==> src/design/dosc_regs.vh <==
// Constants for the dual oscillator CPU clock select block.
// Assumes a single 100 MHz system clock and plain-port control access.
`ifndef DOSC_REGS_VH
`define DOSC_REGS_VH
`define DOSC_BIT_MAIN_OSC_STOP 7
`define DOSC_BIT_SUB_FEEDBACK_DISABLE 6
`define DOSC_BIT_CLOCK_SOURCE_STATUS 5
`define DOSC_BIT_CLOCK_SOURCE_SELECT 4
`define DOSC_BIT_RESERVED 3
`define DOSC_DIV_MSB 2
`define DOSC_CTRL_RESET 8'h04
`define DOSC_DIV_SLOWEST 3'h4
`define DOSC_DELAY_FASTEST 5'h10
`define DOSC_DELAY_SUB 5'h01
`define DOSC_SUB_CPU_DIV_LOG2 1
`endif

==> src/design/dosc_clock_select.v <==
// CPU clock source and division select with oscillator stop control.
// Assumes oscillator levels arrive on pins far slower than i_clock; clocks are
// delivered as one-cycle enable pulses on i_clock rather than as gated clocks.
// Control fields are plain ports; the status bit and bit 3 ignore writes.
`timescale 1ns/1ps
`include "dosc_regs.vh"

module dosc_clock_select (
    input wire i_clock,
    input wire i_sys_rst,
    input wire i_main_osc_in,
    input wire i_sub_osc_in,
    input wire i_reg_wr,
    input wire [7:0] i_reg_wdata,
    input wire i_stop_req,
    input wire i_halt_req,
    output wire [7:0] o_reg_rdata,
    output wire o_main_osc_en,
    output wire o_sub_feedback_disable,
    output wire o_cpu_clk_en,
    output wire o_periph_clk_en,
    output wire o_watch_clk_en,
    output wire o_wdt_count_en,
    output wire o_switch_pending
);
    // Synchronised oscillator levels and their edge history
    wire main_sync;
    wire sub_sync;
    reg main_d_r;
    reg sub_d_r;

    // Fields as software last wrote them
    reg main_osc_stop_r;
    reg sub_feedback_disable_r;
    reg clock_source_select_r;
    reg [2:0] cpu_div_sel_r;

    // Selection the CPU actually runs on; lags the fields by the switchover delay
    reg active_css_r;
    reg [2:0] active_div_r;

    // Rate division and instruction phase
    reg [3:0] div_cnt_r;
    reg sub_phase_r;
    reg instr_phase_r;

    // Switchover wait, counted in instructions of the old clock
    reg pending_r;
    reg [4:0] delay_r;
    reg pending_nxt;
    reg [4:0] delay_nxt;
    reg swap_now;

    // Combinational helpers
    reg [3:0] div_limit;
    reg [2:0] div_clamp;
    reg [4:0] delay_load;
    wire main_edge;
    wire sub_edge;
    wire main_tick;
    wire cpu_tick;
    wire instr_end;
    wire wr_change;

    dosc_sync u_main_sync (
        .i_clock(i_clock),
        .i_sys_rst(i_sys_rst),
        .i_async(i_main_osc_in),
        .o_sync(main_sync)
    );
    dosc_sync u_sub_sync (
        .i_clock(i_clock),
        .i_sys_rst(i_sys_rst),
        .i_async(i_sub_osc_in),
        .o_sync(sub_sync)
    );

    // Stop instruction only acts on main clock; stop bit only once the subclock runs
    assign o_main_osc_en = ~i_sys_rst & ~(i_stop_req & ~active_css_r)
        & ~(main_osc_stop_r & clock_source_select_r & active_css_r);
    // Rising edges of the synchronised levels are the oscillator ticks
    assign main_edge = main_sync & ~main_d_r;
    assign sub_edge = sub_sync & ~sub_d_r;
    assign main_tick = main_edge & o_main_osc_en;

    // Codes above the slowest run as the slowest division
    always @* begin
        div_clamp = (active_div_r > `DOSC_DIV_SLOWEST) ? `DOSC_DIV_SLOWEST : active_div_r;
        div_limit = (4'h1 << div_clamp) - 4'h1;
        if (active_css_r) begin
            delay_load = `DOSC_DELAY_SUB;
        end else begin
            delay_load = `DOSC_DELAY_FASTEST >> div_clamp;
        end
    end

    // Subsystem CPU clock is a fixed half of the subclock, divider ignored
    assign cpu_tick = active_css_r ? (sub_edge & sub_phase_r)
        : (main_tick & (div_cnt_r == div_limit));
    assign instr_end = cpu_tick & instr_phase_r;
    assign o_cpu_clk_en = cpu_tick & ~i_halt_req;
    assign o_periph_clk_en = main_tick;
    assign o_watch_clk_en = sub_edge;
    assign o_wdt_count_en = main_tick & ~active_css_r;
    assign o_sub_feedback_disable = sub_feedback_disable_r;
    assign o_switch_pending = pending_r;
    // Bit 3 always reads 0; the status shows the running source, not the request
    assign o_reg_rdata = {main_osc_stop_r, sub_feedback_disable_r, active_css_r,
        clock_source_select_r, 1'b0, cpu_div_sel_r};
    // Only a change of source or division starts a wait
    assign wr_change = i_reg_wr & ((i_reg_wdata[`DOSC_BIT_CLOCK_SOURCE_SELECT] != clock_source_select_r)
        | (i_reg_wdata[`DOSC_DIV_MSB:0] != cpu_div_sel_r));

    // Reset image split into fields so each register loads its own slice
    localparam [7:0] CTRL_RESET = `DOSC_CTRL_RESET;

    // Edge detectors start low like the synchronisers, so reset gives no false edge
    always @(posedge i_clock) begin
        if (i_sys_rst) begin
            main_d_r <= 1'b0;
            sub_d_r <= 1'b0;
        end else begin
            main_d_r <= main_sync;
            sub_d_r <= sub_sync;
        end
    end

    // Control register; status and bit 3 are not writable
    always @(posedge i_clock) begin
        if (i_sys_rst) begin
            main_osc_stop_r <= CTRL_RESET[`DOSC_BIT_MAIN_OSC_STOP];
            sub_feedback_disable_r <= CTRL_RESET[`DOSC_BIT_SUB_FEEDBACK_DISABLE];
            clock_source_select_r <= CTRL_RESET[`DOSC_BIT_CLOCK_SOURCE_SELECT];
            cpu_div_sel_r <= CTRL_RESET[`DOSC_DIV_MSB:0];
        end else if (i_reg_wr) begin
            main_osc_stop_r <= i_reg_wdata[`DOSC_BIT_MAIN_OSC_STOP];
            sub_feedback_disable_r <= i_reg_wdata[`DOSC_BIT_SUB_FEEDBACK_DISABLE];
            clock_source_select_r <= i_reg_wdata[`DOSC_BIT_CLOCK_SOURCE_SELECT];
            cpu_div_sel_r <= i_reg_wdata[`DOSC_DIV_MSB:0];
        end
    end

    // Delay counted in old-clock instructions; a second write keeps the count running
    always @* begin
        pending_nxt = pending_r;
        delay_nxt = delay_r;
        swap_now = 1'b0;
        if (wr_change & ~pending_r) begin
            pending_nxt = 1'b1;
            delay_nxt = delay_load;
        end else if (pending_r & instr_end) begin
            if (delay_r <= 5'h01) begin
                // Swapping on the tick keeps every CPU period whole
                pending_nxt = 1'b0;
                swap_now = 1'b1;
            end else begin
                delay_nxt = delay_r - 5'h01;
            end
        end
    end

    // Pending flag and instruction count
    always @(posedge i_clock) begin
        if (i_sys_rst) begin
            pending_r <= 1'b0;
            delay_r <= 5'h00;
        end else begin
            pending_r <= pending_nxt;
            delay_r <= delay_nxt;
        end
    end

    // Active selection moves only on an instruction-ending tick
    always @(posedge i_clock) begin
        if (i_sys_rst) begin
            active_css_r <= 1'b0;
            active_div_r <= `DOSC_DIV_SLOWEST;
        end else if (swap_now) begin
            active_css_r <= clock_source_select_r;
            active_div_r <= cpu_div_sel_r;
        end
    end

    // Divider, subclock phase and instruction phase restart together at a swap
    always @(posedge i_clock) begin
        if (i_sys_rst) begin
            div_cnt_r <= 4'h0;
            sub_phase_r <= 1'b0;
            instr_phase_r <= 1'b0;
        end else if (swap_now) begin
            div_cnt_r <= 4'h0;
            sub_phase_r <= 1'b0;
            instr_phase_r <= 1'b0;
        end else begin
            if (main_tick & ~active_css_r) begin
                div_cnt_r <= (div_cnt_r == div_limit) ? 4'h0 : div_cnt_r + 4'h1;
            end
            if (sub_edge & active_css_r) begin
                sub_phase_r <= ~sub_phase_r;
            end
            if (cpu_tick) begin
                instr_phase_r <= ~instr_phase_r;
            end
        end
    end
endmodule // dosc_clock_select

==> src/design/dosc_sync.v <==
// Two flip-flop synchroniser for one level.
// Assumes the input is asynchronous to i_clock.
`timescale 1ns/1ps
module dosc_sync (
    input wire i_clock,
    input wire i_sys_rst,
    input wire i_async,
    output wire o_sync
);
    reg meta_r;
    reg sync_r;
    always @(posedge i_clock) begin
        if (i_sys_rst) begin
            meta_r <= 1'b0;
            sync_r <= 1'b0;
        end else begin
            meta_r <= i_async;
            sync_r <= meta_r;
        end
    end
    assign o_sync = sync_r;
endmodule // dosc_sync

==> config.mk <==
export PLATFORM = sky130hd
export DESIGN_NAME = dosc_clock_select
export DESIGN_NICKNAME = d
export VERILOG_FILES = /design/src/design/dosc_clock_select.v /design/src/design/dosc_sync.v
export VERILOG_INCLUDE_DIRS = /design/src /design/src/design
export SDC_FILE = /design/constraint.sdc
export NUM_CORES = 1
export LEC_CHECK = 0
export ABC_AREA = 1
export BUFFER_PORTS_ARGS = -buffer_cell sky130_fd_sc_hd__buf_2
export CORE_AREA = 3 3 60 62
export CTS_CLUSTER_DIAMETER = 120
export DETAILED_ROUTE_END_ITERATION = 12
export DIE_AREA = 0 0 63 65
export GPL_TIMING_DRIVEN = 1
export PLACE_DENSITY = 0.76
export SETUP_SLACK_MARGIN = 0.2
export SLEW_MARGIN = 20
export SYNTH_ARGS = -nofsm -noshare
export SYNTH_HDL_FRONTEND = slang
export SYNTH_SLANG_ARGS = --single-unit
==> constraint.sdc <==
create_clock -name i_clock -period 1.5 [get_ports i_clock]
set_input_delay 0.375 -clock i_clock [delete_from_list [all_inputs] [get_ports i_clock]]
set_output_delay 0.375 -clock i_clock [all_outputs]
set_load 0.02 [all_outputs]
==> impl_metrics.ini <==
[floorplanning]
coreArea_um2 = 3080
io_pins = 30
die_w_um = 63
start_util = 0.491
die_h_um = 65
row_count = 20
fp.dieArea_um2 = 4100

[final_layout]
final_cell_count_no_fill = 303
diodes = 0
fillerInstances = 245
syn_to_final_growth_pct = 45.3
drive_above_1_share = 0.456
nNetsFinal = 278

[logic_synthesis]
synthDistinctLibCells = 29
synth_top_area_frac = 0.371
synthesis.nets = 225
ys_seq_elements = 28
yosysWarnings = 0
synth_area_leaders = dfxtp_1, nand2_1, nor2_1
synthCells = 207
avgSynthCellArea_um2 = 7.31
synth_top_area_cell = dfxtp_1
syn_area_um2 = 1510
ys_seq_area_frac = 0.371

[worst_hold_path]
hold_path_class = input pin to flip-flop

[power]
ir_drop_v = 0.000545
cellLeakagePower_nw = 1.00
power_density_nw_per_um2 = 798

[cts]
cts_buffers = 3
root_buffer = clkbuf_4
clock_latency_ps = 340
ctsHoldBuffers = 0
clockBufferDepth = 2
clkTransAtPathRegs_ps = 160
htreeDepth = 1
cts_tree = built
clock_sinks = 28

[timing]
setup_violations = 21
final.setup.worst_slack_ps = -474
finClkSkew_ps = 5.30
rsz0062_at_grt = yes
period_share = 1.32
final.min_clock_period_ps = 1970
maxSlewViolCount = 0
hold_violations = 0
timing.fmax_ghz = 0.507
whs_ps = 216

[critical_path]
path_buf_inv = 2
required_ps = 1120
start_kind = flip-flop
cp-end-kind = output port
slowest_stage = dfxtp_4
cpPeakStageDelay_ps = 390
critPathTopFamily = flip-flops
arrival_ps = 1600
cp_max_fo = 3
crit_chain = buf_4 > xnor2_2 > nand3_2 > nor2_4 > nand2_4 > a21oi_4 > buf_6
path_class = flip-flop to output port

[run_status]
violations = negative setup slack
status = finished, violations left

[place]
gp_congestion = 0.758
placedCellCount = 290
numPortBuffers = 26
post-dp-hpwl_um = 2360

[grt]
grt_util_all_layers = 0.169
grt_pass1_wl_um = 5490
grt_max_degree = 19
grt_pass1_vias = 1312
antenna_found_initial = 0
gr-total-overflow = 0

[detailed_routing]
drt_pass1_iterations = 5
wl_per_cell_um = 12.4
via_per_inst = 4.80
wirelength_um = 3740
drc = 0
num_vias = 1455
drt_iter0_markers = 94
drtAntennaViolNets = 0

[run]
drv_cap = 0
[logic make-up after synthesis]
group | count (synthesis) | share of synthesized area
AND/OR/NAND/NOR | 105 | 0.343
buffers and inverters | 36 | 0.108
flip-flops | 28 | 0.371
AO/OA/AOI/OAI | 23 | 0.0869
XOR/XNOR | 11 | 0.0637
adder cells (fa/ha/maj) | 3 | 0.0248
other | 1 | 0.00248
[state kept, by name (all words and copies together), names as in the netlist]
register                cells
delay_r                     5
div_cnt_r                   4
active_div_r                3
cpu_div_sel_r               3
active_css_r                1
clock_source_select_r       1
instr_phase_r               1
main_d_r                    1
main_osc_stop_r             1
o_sub_feedback_disable      1
o_switch_pending            1
sub_d_r                     1
sub_phase_r                 1
u_main_sync.meta_r          1
u_main_sync.o_sync          1
u_sub_sync.meta_r           1
u_sub_sync.o_sync           1
[synth_stat cells]
cell type and n:
a21oi_1 9, o21ai_0 11, nand4_1 2, nand2_4 3, nor2_4 1, dfxtp_1 28
clkinv_2 1, a21oi_4 1, nand4_4 2, xnor2_1 6, nor3b_1 2, nor2_1 32
o21a_1 1, nand2_1 36, clkbuf_1 2, inv_2 3, nor2_2 1, o211ai_1 1
nand3_1 20, buf_2 1, nand3_2 2, inv_1 23, ha_1 3, nor3_1 2
buf_4 5, buf_6 1, xor2_1 5, nand2_2 2, conb_1 1
[what timing repair did]
item,4_1_cts,5_1_grt
pin swaps,6,3
gates resized for setup,41,26
buffers inserted,5,4
endpoints found under the setup margin,28,29
[area by class of cell]
type / count / area, um^2 / share of cell area
clock inverters: 1 / 30.0 / 0.0137
inverters: 27 / 114 / 0.0518
well taps: 44 / 55.1 / 0.0250
clock buffers: 3 / 22.5 / 0.0102
flip-flops and latches: 28 / 592 / 0.269
multi-input cells: 143 / 927 / 0.422
repair buffers: 57 / 458 / 0.208
[tightest hold or removal path, delay by kind of cell]
family	cells	cell delay (ps)
buffers and inverters	2	140
and+or+nand+nor	1	30
[worst paths after layout]
path / startpoint / endpoint / slack, ps / cells after the start
setup / recovery: active_div_r[2] / o_cpu_clk_en / -470 / 7
hold / removal: i_sub_osc_in / u_sub_sync.meta_r / 220 / 3
setup reg to reg: active_div_r[2] / active_div_r[1] / -320 / 11
hold reg to reg: u_sub_sync.meta_r / u_sub_sync.o_sync / 410 / 2
[power by group]
group / internal [mW] / total (mW) / switching [mW]
clock network: 0.271 / 0.509 / 0.238
registers: 0.779 / 0.810 / 0.0309
logic: 0.194 / 0.436 / 0.242
total: 1.24 / 1.75 / 0.511
[cell usage in the layout, fill, tap and decap left out, drive strengths merged]
cell type   n
a21oi      10
buf        57
bufinv      1
clkbuf      3
clkinv      1
conb        1
dfxtp      28
ha          3
inv        26
nand2      41
nand3      22
nand4       4
nor2       34
nor3        2
nor3b       2
o211ai      1
o21a        1
o21ai      11
xnor2       6
xor2        5
[stage by stage]
| step | util | TNS, ps | total power [mW] | setup slack, ps | instance area, um^2 |
|---|---|---|---|---|---|
| finish | 0.714 | -5220 | 1.75 | -474 | 2200 |
| global route | 0.714 | -6770 | 1.84 | -537 | 2200 |
| CTS | 0.680 | -3630 | 1.74 | -416 | 2090 |
| detailed placement | 0.612 | -2070 | 1.22 | -179 | 1880 |
| global placement | 0.612 | -1510 | 1.21 | -142 | 1880 |
| floorplan | - | -1710 | 1.10 | -130 | 1580 |
[layer usage]
metal,up-vias,GRT usage,routed length (um)
met5,-,0,0
met4,0,0.0579,33
met3,4,0.0347,153
met2,32,0.311,1900
met1,665,0.192,1660
li1,754,-,-
Note: power is estimated with default switching activity, not from simulation.
